[config.mk]
export PLATFORM = sky130hd
export DESIGN_NAME = lsa_latched_state_ack
export DESIGN_NICKNAME = d
export VERILOG_FILES = /design/src/lsa_pkg.sv /design/src/lsa_latched_state_ack.sv
export SDC_FILE = /design/constraint.sdc
export NUM_CORES = 1
export LEC_CHECK = 0
export BUFFER_PORTS_ARGS = -buffer_cell sky130_fd_sc_hd__clkbuf_2
export CORE_MARGIN = 5
export CORE_UTILIZATION = 50
export CTS_CLUSTER_DIAMETER = 120
export DETAILED_ROUTE_END_ITERATION = 8
export GPL_TIMING_DRIVEN = 0
export HOLD_SLACK_MARGIN = 0.05
export PLACE_DENSITY_LB_ADDON = 0.3
export SYNTH_ARGS = -nofsm -noshare
export SYNTH_HDL_FRONTEND = slang
export SYNTH_SLANG_ARGS = --single-unit
[constraint.sdc]
create_clock -name ref_clk -period 7.4 [get_ports ref_clk]
set_input_delay 0.74 -clock ref_clk [delete_from_list [all_inputs] [get_ports ref_clk]]
set_output_delay 0.74 -clock ref_clk [all_outputs]
set_load 0.1 [all_outputs]
[src/lsa_pkg.sv]
package lsa_pkg;

  // Register byte offsets
  localparam logic [7:0] ADDR_CTRL      = 8'h00;
  localparam logic [7:0] ADDR_LED_MODE  = 8'h04;
  localparam logic [7:0] ADDR_LED_LATCH = 8'h08;
  localparam logic [7:0] ADDR_RLY_LATCH = 8'h0C;
  localparam logic [7:0] ADDR_SCD_LATCH = 8'h10;
  localparam logic [7:0] ADDR_TRP_LATCH = 8'h14;
  localparam logic [7:0] ADDR_OFFDELAY  = 8'h18;
  localparam logic [7:0] ADDR_STATUS    = 8'h1C;

  // Control register fields
  localparam int CTRL_REMOTE_EN_BIT = 0;
  localparam int CTRL_SW_ALL_LED    = 1;
  localparam int CTRL_SW_ALL_RLY    = 2;
  localparam int CTRL_SW_ALL_SCD    = 3;

  // Reset values
  localparam logic        REMOTE_EN_RST  = 1'b0;
  localparam logic [31:0] LED_MODE_RST   = 32'h0000_0000;
  localparam logic [31:0] OFFDELAY_RST   = 32'h0000_0000;

  // Off-delay tick: 1 ms at 200 MHz
  localparam int CLK_HZ        = 200_000_000;
  localparam int OFF_TICK_US   = 1000;
  localparam int OFF_TICK_CYC  = (CLK_HZ / 1_000_000) * OFF_TICK_US;

  typedef struct packed {
    logic        cyc;
    logic        stb;
    logic        we;
    logic [3:0]  sel;
    logic [7:0]  adr;
    logic [31:0] dat;
  } lsa_wb_req_t;

  typedef struct packed {
    logic        ack;
    logic [31:0] dat;
  } lsa_wb_rsp_t;

endpackage

[src/lsa_latched_state_ack.sv]
// Behaviour
// - Own ack source clears that LED latch
// - Own ack source clears that relay latch
// - Own ack source clears switchgear trip latch
// - Remote disabled: collective sources are ignored
// - Remote disabled: SCADA ack requests rejected
// - Collective source clears all relay latches
// - Collective source clears all SCADA latches
// - Protection alarm clears alarm-mode LED latches
// - Alarm clearing selectable per LED mode
// - Collective source clears all LED latches
// - Clear only once setting signal inactive
// - Relay latch releases after off-delay elapses
module lsa_latched_state_ack
  import lsa_pkg::*;
#(
  parameter int NUM_LED = 16,
  parameter int NUM_RLY = 16,
  parameter int NUM_SCD = 16,
  parameter int NUM_SG  = 4,
  parameter int OFF_W   = 16
) (
  input  wire logic               ref_clk,
  input  wire logic               reset_n,
  input  wire lsa_wb_req_t        wbReq,
  output lsa_wb_rsp_t             wbRsp,
  input  wire logic [NUM_LED-1:0] ledSet,
  input  wire logic [NUM_LED-1:0] ledAckSource,
  input  wire logic [NUM_RLY-1:0] relayOutputSet,
  input  wire logic [NUM_RLY-1:0] relayOutputAckSource,
  input  wire logic [NUM_SCD-1:0] scadaSet,
  input  wire logic [NUM_SG-1:0]  tripSet,
  input  wire logic [NUM_SG-1:0]  tripCommandAckSource,
  input  wire logic               allLedAckSource,
  input  wire logic               allRelayOutputAckSource,
  input  wire logic               allScadaAckSource,
  input  wire logic               scadaAckRequest,
  input  wire logic               protAlarm,
  output logic [NUM_LED-1:0]      ledOut,
  output logic [NUM_RLY-1:0]      relayOutput,
  output logic [NUM_SCD-1:0]      scadaOut,
  output logic [NUM_SG-1:0]       tripOut
);

  logic               remoteEn_reg;
  logic [NUM_LED-1:0] ledMode_reg;
  logic [OFF_W-1:0]   offDelay_reg;
  logic [NUM_LED-1:0] ledLatch_reg;
  logic [NUM_RLY-1:0] rlyLatch_reg;
  logic [NUM_SCD-1:0] scdLatch_reg;
  logic [NUM_SG-1:0]  trpLatch_reg;
  logic [NUM_LED-1:0] ledAckPrev_reg;
  logic [NUM_RLY-1:0] rlyAckPrev_reg;
  logic [NUM_SG-1:0]  trpAckPrev_reg;
  logic [3:0]         colPrev_reg;
  logic               alarmPrev_reg;
  logic [NUM_RLY-1:0] rlyPending_reg;
  logic [OFF_W-1:0]   offCnt_reg [NUM_RLY];
  logic [31:0]        tickCnt_reg;
  logic               tick_reg;
  logic               swLed_reg;
  logic               swRly_reg;
  logic               swScd_reg;

  function automatic logic [31:0] widen(input logic [63:0] v);
    widen = v[31:0];
  endfunction

  // Set wins; a clear that meets an active source is lost
  function automatic logic latchNext(input logic cur, input logic setIn,
                                     input logic clrIn);
    latchNext = setIn | (cur & ~clrIn);
  endfunction

  function automatic logic rise(input logic lvl, input logic prevLvl);
    rise = lvl & ~prevLvl;
  endfunction

  // Rising edges of every acknowledge source
  logic [NUM_LED-1:0] ledAckEv;
  logic [NUM_RLY-1:0] rlyAckEv;
  logic [NUM_SG-1:0]  trpAckEv;
  logic               allLedEv;
  logic               allRlyEv;
  logic               allScdEv;
  logic               scdReqEv;
  logic               alarmEv;
  logic [3:0]         colNow;

  assign colNow   = {scadaAckRequest, allScadaAckSource,
                     allRelayOutputAckSource, allLedAckSource};
  assign ledAckEv = ledAckSource & ~ledAckPrev_reg;
  assign rlyAckEv = relayOutputAckSource & ~rlyAckPrev_reg;
  assign trpAckEv = tripCommandAckSource & ~trpAckPrev_reg;
  // Collective paths gated by remote enable
  assign allLedEv = remoteEn_reg
                  & rise(colNow[0], colPrev_reg[0]);
  assign allRlyEv = remoteEn_reg
                  & rise(colNow[1], colPrev_reg[1]);
  assign allScdEv = remoteEn_reg
                  & rise(colNow[2], colPrev_reg[2]);
  assign scdReqEv = remoteEn_reg
                  & rise(colNow[3], colPrev_reg[3]);
  assign alarmEv  = rise(protAlarm, alarmPrev_reg);

  // Idle sources sit low, so previous levels reset to 0
  always_ff @(posedge ref_clk or negedge reset_n) begin
    if (!reset_n) begin
      ledAckPrev_reg <= '0;
      rlyAckPrev_reg <= '0;
      trpAckPrev_reg <= '0;
      colPrev_reg    <= 4'h0;
      alarmPrev_reg  <= 1'h0;
    end else begin
      ledAckPrev_reg <= ledAckSource;
      rlyAckPrev_reg <= relayOutputAckSource;
      trpAckPrev_reg <= tripCommandAckSource;
      colPrev_reg    <= colNow;
      alarmPrev_reg  <= protAlarm;
    end
  end

  // Acknowledge requests per object, before the source-inactive check
  logic [NUM_LED-1:0] ledAckReq;
  logic [NUM_RLY-1:0] rlyAckReq;
  logic [NUM_SCD-1:0] scdAckReq;

  assign ledAckReq = ledAckEv
                   | {NUM_LED{allLedEv | swLed_reg}}
                   | (ledMode_reg & {NUM_LED{alarmEv}});
  assign rlyAckReq = rlyAckEv
                   | {NUM_RLY{allRlyEv | swRly_reg}};
  assign scdAckReq = {NUM_SCD{allScdEv | scdReqEv | swScd_reg}};

  // Per-object latches; set wins, clear needs source gone
  for (genvar i = 0; i < NUM_LED; i++) begin : g_led
    always_ff @(posedge ref_clk or negedge reset_n) begin
      if (!reset_n) begin
        ledLatch_reg[i] <= 1'h0;
      end else begin
        ledLatch_reg[i] <= latchNext(ledLatch_reg[i], ledSet[i],
                                     ledAckReq[i]);
      end
    end
  end

  for (genvar i = 0; i < NUM_SCD; i++) begin : g_scd
    always_ff @(posedge ref_clk or negedge reset_n) begin
      if (!reset_n) begin
        scdLatch_reg[i] <= 1'h0;
      end else begin
        scdLatch_reg[i] <= latchNext(scdLatch_reg[i], scadaSet[i],
                                     scdAckReq[i]);
      end
    end
  end

  for (genvar i = 0; i < NUM_SG; i++) begin : g_trp
    always_ff @(posedge ref_clk or negedge reset_n) begin
      if (!reset_n) begin
        trpLatch_reg[i] <= 1'h0;
      end else begin
        trpLatch_reg[i] <= latchNext(trpLatch_reg[i], tripSet[i],
                                     trpAckEv[i]);
      end
    end
  end

  // Free-running base tick; a release may come up to one tick early
  always_ff @(posedge ref_clk or negedge reset_n) begin
    if (!reset_n) begin
      tickCnt_reg <= 32'h0000_0000;
      tick_reg    <= 1'h0;
    end else if (tickCnt_reg == widen(64'(OFF_TICK_CYC - 1))) begin
      tickCnt_reg <= 32'h0000_0000;
      tick_reg    <= 1'h1;
    end else begin
      tickCnt_reg <= tickCnt_reg + 32'h0000_0001;
      tick_reg    <= 1'h0;
    end
  end

  // Relay latch: ack arms a pending release, timer must run out first
  // A set during the wait cancels the release; the ack is not kept
  for (genvar i = 0; i < NUM_RLY; i++) begin : g_rly
    always_ff @(posedge ref_clk or negedge reset_n) begin
      if (!reset_n) begin
        rlyLatch_reg[i]   <= 1'h0;
        rlyPending_reg[i] <= 1'h0;
        offCnt_reg[i]     <= '0;
      end else if (relayOutputSet[i]) begin
        rlyLatch_reg[i]   <= 1'h1;
        rlyPending_reg[i] <= 1'h0;
        offCnt_reg[i]     <= '0;
      end else if (rlyPending_reg[i]) begin
        if (offCnt_reg[i] >= offDelay_reg) begin
          rlyLatch_reg[i]   <= 1'h0;
          rlyPending_reg[i] <= 1'h0;
        end else if (tick_reg) begin
          offCnt_reg[i] <= offCnt_reg[i] + {{(OFF_W-1){1'h0}}, 1'h1};
        end
      end else if (rlyAckReq[i] && rlyLatch_reg[i]) begin
        rlyPending_reg[i] <= 1'h1;
        offCnt_reg[i]     <= '0;
      end
    end
  end

  // Wishbone slave, one wait state then ack
  logic wbHit;
  logic wbWr;
  assign wbHit = wbReq.cyc & wbReq.stb & ~wbRsp.ack;
  // Writes land on the edge where the master sees ack, so an
  // abandoned cycle leaves the registers untouched
  assign wbWr  = wbReq.cyc & wbReq.stb & wbReq.we & wbRsp.ack;

  // Only byte lane 0 carries the control bits
  always_ff @(posedge ref_clk or negedge reset_n) begin
    if (!reset_n) begin
      remoteEn_reg <= REMOTE_EN_RST;
    end else if (wbWr && wbReq.adr == ADDR_CTRL && wbReq.sel[0]) begin
      remoteEn_reg <= wbReq.dat[CTRL_REMOTE_EN_BIT];
    end
  end

  always_ff @(posedge ref_clk or negedge reset_n) begin
    if (!reset_n) begin
      ledMode_reg <= LED_MODE_RST[NUM_LED-1:0];
    end else if (wbWr && wbReq.adr == ADDR_LED_MODE) begin
      ledMode_reg <= wbReq.dat[NUM_LED-1:0];
    end
  end

  always_ff @(posedge ref_clk or negedge reset_n) begin
    if (!reset_n) begin
      offDelay_reg <= OFFDELAY_RST[OFF_W-1:0];
    end else if (wbWr && wbReq.adr == ADDR_OFFDELAY) begin
      offDelay_reg <= wbReq.dat[OFF_W-1:0];
    end
  end

  // Software collective pulses, gated like SCADA requests
  always_ff @(posedge ref_clk or negedge reset_n) begin
    if (!reset_n) begin
      swLed_reg <= 1'h0;
      swRly_reg <= 1'h0;
      swScd_reg <= 1'h0;
    end else begin
      swLed_reg <= 1'h0;
      swRly_reg <= 1'h0;
      swScd_reg <= 1'h0;
      if (wbWr && wbReq.adr == ADDR_CTRL && wbReq.sel[0]
          && remoteEn_reg) begin
        swLed_reg <= wbReq.dat[CTRL_SW_ALL_LED];
        swRly_reg <= wbReq.dat[CTRL_SW_ALL_RLY];
        swScd_reg <= wbReq.dat[CTRL_SW_ALL_SCD];
      end
    end
  end

  // Read mux; unmapped offsets read as zero
  logic [31:0] rdData;
  always_comb begin
    rdData = 32'h0000_0000;
    unique case (wbReq.adr)
      ADDR_CTRL:      rdData[CTRL_REMOTE_EN_BIT] = remoteEn_reg;
      ADDR_LED_MODE:  rdData[NUM_LED-1:0] = ledMode_reg;
      ADDR_LED_LATCH: rdData[NUM_LED-1:0] = ledLatch_reg;
      ADDR_RLY_LATCH: rdData[NUM_RLY-1:0] = rlyLatch_reg;
      ADDR_SCD_LATCH: rdData[NUM_SCD-1:0] = scdLatch_reg;
      ADDR_TRP_LATCH: rdData[NUM_SG-1:0]  = trpLatch_reg;
      ADDR_OFFDELAY:  rdData[OFF_W-1:0]   = offDelay_reg;
      ADDR_STATUS:    rdData[NUM_RLY-1:0] = rlyPending_reg;
      default:        rdData = 32'h0000_0000;
    endcase
  end

  always_ff @(posedge ref_clk or negedge reset_n) begin
    if (!reset_n) begin
      wbRsp <= '0;
    end else begin
      wbRsp.ack <= wbHit;
      wbRsp.dat <= wbHit ? rdData : 32'h0000_0000;
    end
  end

  // Outputs straight from flops
  always_ff @(posedge ref_clk or negedge reset_n) begin
    if (!reset_n) begin
      ledOut      <= '0;
      relayOutput <= '0;
      scadaOut    <= '0;
      tripOut     <= '0;
    end else begin
      ledOut      <= ledLatch_reg;
      relayOutput <= rlyLatch_reg;
      scadaOut    <= scdLatch_reg;
      tripOut     <= trpLatch_reg;
    end
  end

endmodule // lsa_latched_state_ack

==> Word level (Yosys, flattened, before mapping) <==
Cells that the tools add are included.
{ "totals": {"reg_bits": 503, "inputBits": 142} }
{ "classes": {"reduce_logical": 102, "n_mux": 201, "n_bitwise": 126, "order_cmp": 16, "n_eq_ne": 40, "add_sub_neg": 17} }
{ "op_table": {"columns": ["op", "count"], "rows": [
  ["$mux 16", 81],
  ["$add 16x1->16 const B", 16],
  ["$ge 16x16->1", 16],
  ["$mux 1", 116],
  ["$pmux 12 s6", 1],
  ["$reduce_bool 2->1", 32],
  ["$and 1x1->1", 49],
  ["$and 16x16->16", 3],
  ["$ne 3x2->1 const B", 16],
  ["$ne 3x3->1 const B", 16],
  ["$or 16x16->16", 3],
  ["$reduce_and 3->1", 16],
  ["$reduce_bool 3->1", 16],
  ["$or 1x1->1", 40],
  ["$add 32x1->32 const B", 1],
  ["$eq 32x18->1 const B", 1],
  ["$eq 8x5->1 const B", 4],
  ["$mux 32", 1],
  ["$not 16->16", 2],
  ["$reduce_and 2->1", 16],
  ["$not 1->1", 27],
  ["$logic_and 1x1->1", 21],
  ["$pmux 3 s7", 1],
  ["$eq 8x4->1 const B", 2],
  ["other kinds (5)", 5]
]} }

==> Longest topological paths before layout <==
{ "depth": {"word_depth": 9, "mapped_depth": 11, "depth_no_buf": 9} }

==> Worst setup path before layout <==
OpenSTA, ideal clock, no wires.
{ "synth_timing": {"path_type": "reg2reg", "from": "register offDelay_reg[0]", "to": "register offCnt_reg[207] (netlist name)", "t_required_ns": 7.276, "path_slack_ns": 4.572, "path_stages_with_launch": 10, "arrival_time_ns": 2.704, "cell_sequence": "dfrtp_1 -> ha_1 -> nand2b_1 -> a211o_1 -> a21oi_2 -> o21ai_1 -> or4_1 -> clkbuf_1 -> o211a_1 -> a211o_1"} }
{ "synth_via": {"elab_chain_cells": 3} }
{ "synth_lines": {"columns": ["item", "line", "source"], "rows": [
  ["start, declared", "lsa_latched_state_ack.sv:47", "logic [OFF_W-1:0] offDelay_reg;"],
  ["start signal, assigned", "lsa_latched_state_ack.sv:236", "offDelay_reg <= OFFDELAY_RST[OFF_W-1:0];"],
  ["start signal, assigned", "lsa_latched_state_ack.sv:238", "offDelay_reg <= wbReq.dat[OFF_W-1:0];"],
  ["$ge 16x16->1", "lsa_latched_state_ack.sv:196", "if (offCnt_reg[i] >= offDelay_reg) begin"],
  ["$ne 3x3->1 (no source line)", null, null],
  ["$reduce_and 3->1 (no source line)", null, null],
  ["end signal, assigned by index", "lsa_latched_state_ack.sv:200", "offCnt_reg[i] <= offCnt_reg[i] + {{(OFF_W-1){1'h0}}, 1'h1};"],
  ["end, declared", "lsa_latched_state_ack.sv:58", "logic [OFF_W-1:0] offCnt_reg [NUM_RLY];"]
]} }
Every way passes these cells.
A chain may end at the register's enable or synchronous reset.

==> Worst setup path in the final report <==
{ "layout_timing": {"from": "register offDelay_reg[10]", "to": "register offCnt_reg[173] (netlist name)"} }
The elaborated chain is that of the path after synthesis.

==> summary.md <==
| Metric | Value |
|---|---|
| Clock network power share | `0.467` |
| Number of flops mapped to enable cells by yosys | `0` |
| Height of the die | `approximately 250 µm` |
| Slowest Stage Delay on Critical Path | `1070 ps` |
| Core Util, Final | `0.572` |
| Sw Ratio | `0.254` |
| Detailed-route wire length per cell | `21.8 µm` |
| Hold bufs inserted after CTS | `0` |
| Cell chain of the critical path | `inv_1 -> ha_1 -> and4_1 -> a21oi_1 -> a2bb2oi_1 -> and2_1 -> clkbuf_1 -> nand2_1 -> o31ai_1` |
| Total congestion overflow after global routing | `0` |
| Total track usage | `0.272` |
| Commonest cells after routing, fill and taps aside | `502 x dfrtp_1, 312 x nand2_1, 273 x ha_1` |
| Count of buffering cells on the critical path with inverters included | `2` |
| Final weighted congestion of routability-driven global placement | `0.931` |
| Placeable core region | `57,500 µm²` |
| Setup-failing EPs final | `0` |
| Final worst-path setup slack | `3250 ps` |
| TritonCTS sink count | `503` |
| Overall routed net length | `88.4 mm` |
| Post-place setup slack | `around 3500 ps` |
| F_max | `0.241 GHz` |
| Clock tree from TritonCTS | `done` |
| Total count of hold-check failures in the final report | `0` |
| Global-route wire length before repair | `approximately 140 mm` |
| Power Dens Cells | `between 150 and 200 nW/µm²` |
| Slew Limit Fails | `0` |
| Highest net fanout along the worst path | `16` |
| Chip Width | `250 µm` |
| Tcrit/Tclk final | `0.561` |
| Logic depth of the worst register-to-register path | `9` |
| Site Rows | `88` |
| Number of flip-flops in the largest register | `256` |
| Power, Total | `just over 0.006 W` |
| Unrepaired setup endpoints after global routing | `no` |
| Synth Instances | `about 3,000` |
| Die outline area | `approximately 63,000 µm²` |
| Clock root buffer master | `clkbuf_16` |
| Post-synthesis cell area | `28,900 µm²` |
| Via Count | `25,600` |
| Buffers inserted by post-CTS timing repair | `0` |
| Drt pass-1 iters | `7` |
| Sequential cell area | `~13,000 µm²` |
| HPWL after detailed placement | `61.0 mm` |
| Initial antenna violation count | `8` |
| Number of unique standard cell types used by synthesis | `87` |
| Via-to-Cell Ratio | `roughly 6.3` |
| PostCTS Resize Cnt | `0` |
| Violated checks | `capacitance limit` |
| Crit path capture type | `flip-flop` |
| Cell-internal power | `0.00459 W` |
| Filler cell count | `4,957` |
| Initial DRC Count | `2,490` |
| Number of global-route vias before repair | `approximately 25,000` |
| Fraction of final layout cells sized beyond drive strength 1 | `0.129` |
| Most frequent standard cell in the layout excluding fill and tap cells | `dfrtp_1` |
| Latest clock arrival within the worst-skew pair | `630 ps` |
| Part of the power in registers | `0.461` |
| Setup crit start kind | `flip-flop` |
| Final std cell area, no fill | `32,900 µm²` |
| Switching Power | `approximately 0.0016 W` |
| Area Growth Syn to Fin | `13.7%` |
| Maximum number of buffers from clock root to sink | `3` |
| Power share of the combinational group | `0.072` |
| Placement Cell Area | `31,000 µm²` |
| Multi-input logic area | `15,600 µm²` |
| Worst setup skew after layout | `around 19 ps` |
| DRC violations left | `0` |
| Transition time at the pin with the least slew margin | `1480 ps` |
| Maximum vdd ir drop | `about 0.00017 V` |
| Worst path slowest cell | `inv_1` |
| Share of async-settable or async-resettable flops after synthesis | `1.00` |
| Data required time of the critical path | `7920 ps` |
| Maxcap violations | `1` |
| Largest net degree at the start of global routing | `between 100 and 150` |
| Post-route antenna net violation count | `0` |
| Number of buffers created by CTS | `55` |
| Clock-pin slew of the registers on the worst-case setup and hold paths | `60 ps` |
| Worst slew margin relative to its limit | `0.00991` |
| Boundary pin count | `between 200 and 250` |
| Static Leak | `~15 nW` |
| Count of cell instances traversed by the critical path | `9` |
| Number of buffer cells added on primary ports | `189` |
| Final critical-path required period | `4150 ps` |
| Nets | `3,648` |
| FF+latch count, synth | `503` |
| Outcome | `finished with violations` |
| Dominant synthesized flop cell | `dfrtp_1` |
| Depth of the CTS H-tree | `2` |
| Fin cells | `4,048` |
| Initial cell density of the core | `0.503` |
| Post-synthesis sequential area ratio | `0.435` |
| Largest delay share family, worst path | `buffers and inverters` |
| Arrival time at the worst endpoint | `roughly 4700 ps` |
| Cell count after placement | `~3,900` |
| Mean area per synthesized cell | `between 9 and 10 µm²` |
| WS Path Type | `flip-flop to flip-flop` |
| Class of the tightest hold or removal check | `input port to async pin` |
| Yosys warns | `0` |
## path summary, 6_finish.rpt
path / start / end / slack, ps
min in group ref_clk: relayOutputAckSource[5] / rlyAckPrev_reg[5] / 230
max reg2reg: offDelay_reg[10] / offCnt_reg[173] / 3250
min reg2reg: ledLatch_reg[8] / ledOut[8] / 410
min: reset_n / rlyLatch_reg[9] / 180
max: offDelay_reg[10] / offCnt_reg[173] / 3250
max in group asynchronous: reset_n / offCnt_reg[186] / 5260
## cell type report
| class | count | area share |
|---|---|---|
| multi-input combinational | 2284 | 0.473 |
| sequential | 503 | 0.383 |
| clock buffer | 82 | 0.0495 |
| timing repair buffer | 193 | 0.0324 |
| tap | 765 | 0.0291 |
| buffer | 103 | 0.0142 |
| inverter | 93 | 0.0106 |
| clock inverter | 19 | 0.00746 |
| antenna | 6 | 0.000457 |
## layer usage
| layer | track usage | wire length (µm) |
|---|---|---|
| met2 | 0.439 | 41000 |
| met4 | 0.0962 | 3210 |
| met1 | 0.367 | 36700 |
| met3 | 0.0562 | 7440 |
| met5 | 0 | 13 |
## metrics by stage
step | hold slack (ps) | TNS, ps
5_1_grt | 216 | 0
2_1_floorplan | 369 | 0
4_1_cts | 195 | 0
6_report | 176 | 0
3_3_place_gp | 385 | -2982260
3_5_place_dp | 389 | 0
## cells in the mapped netlist (all sizes together), types with 7 or more instances
library cell	n	area, µm²
and3	69	432
buf	31	198
nand2b	58	370
nor3	48	245
xnor2	21	184
nor3b	7	52.6
o31ai	77	583
o21bai	9	67.6
ha	273	3420
nor4	25	163
or4	34	255
a41oi	10	95.1
a21o	58	435
o211ai	99	743
a41o	20	200
and2	19	119
a211o	13	114
clkbuf	72	270
nand3	154	771
or2	42	263
a22oi	38	285
a2111oi	7	118
and4	9	78.8
nand4	69	453
dfrtp	503	12600
nor2	141	529
o41ai	13	114
or3	16	105
a31oi	50	313
mux2	45	507
a31o	14	123
o21a	29	218
nand2	313	1180
a21oi	184	925
nand4b	7	61.3
nor2b	35	219
inv	93	349
o311ai	11	96.3
xor2	13	114
o21ai	148	741
a211oi	12	100
a22o	11	96.3
## power groups by stage
stage,clock [W],sequential [W],combinational [W]
floorplan,0,0.00296,0.000174
global route,0.00303,0.00284,0.000482
CTS,0.00291,0.00283,0.000445
global placement,0,0.00289,0.000427
detailed placement,0,0.00288,0.000444
finish,0.00287,0.00283,0.000445
## logic make-up (layout without fill, tap and decap cells)
logic type,Yosys count,count (layout),synth area share
compound gates,854,854,0.202
xor+xnor,34,34,0.0103
fa+ha+maj,273,273,0.118
buf+inv,196,490,0.0283
flops,503,503,0.435
mux,50,50,0.0193
other cells,1,22,0.000130
simple gates,1057,1057,0.186
Note: power is estimated with default switching activity, not from simulation.
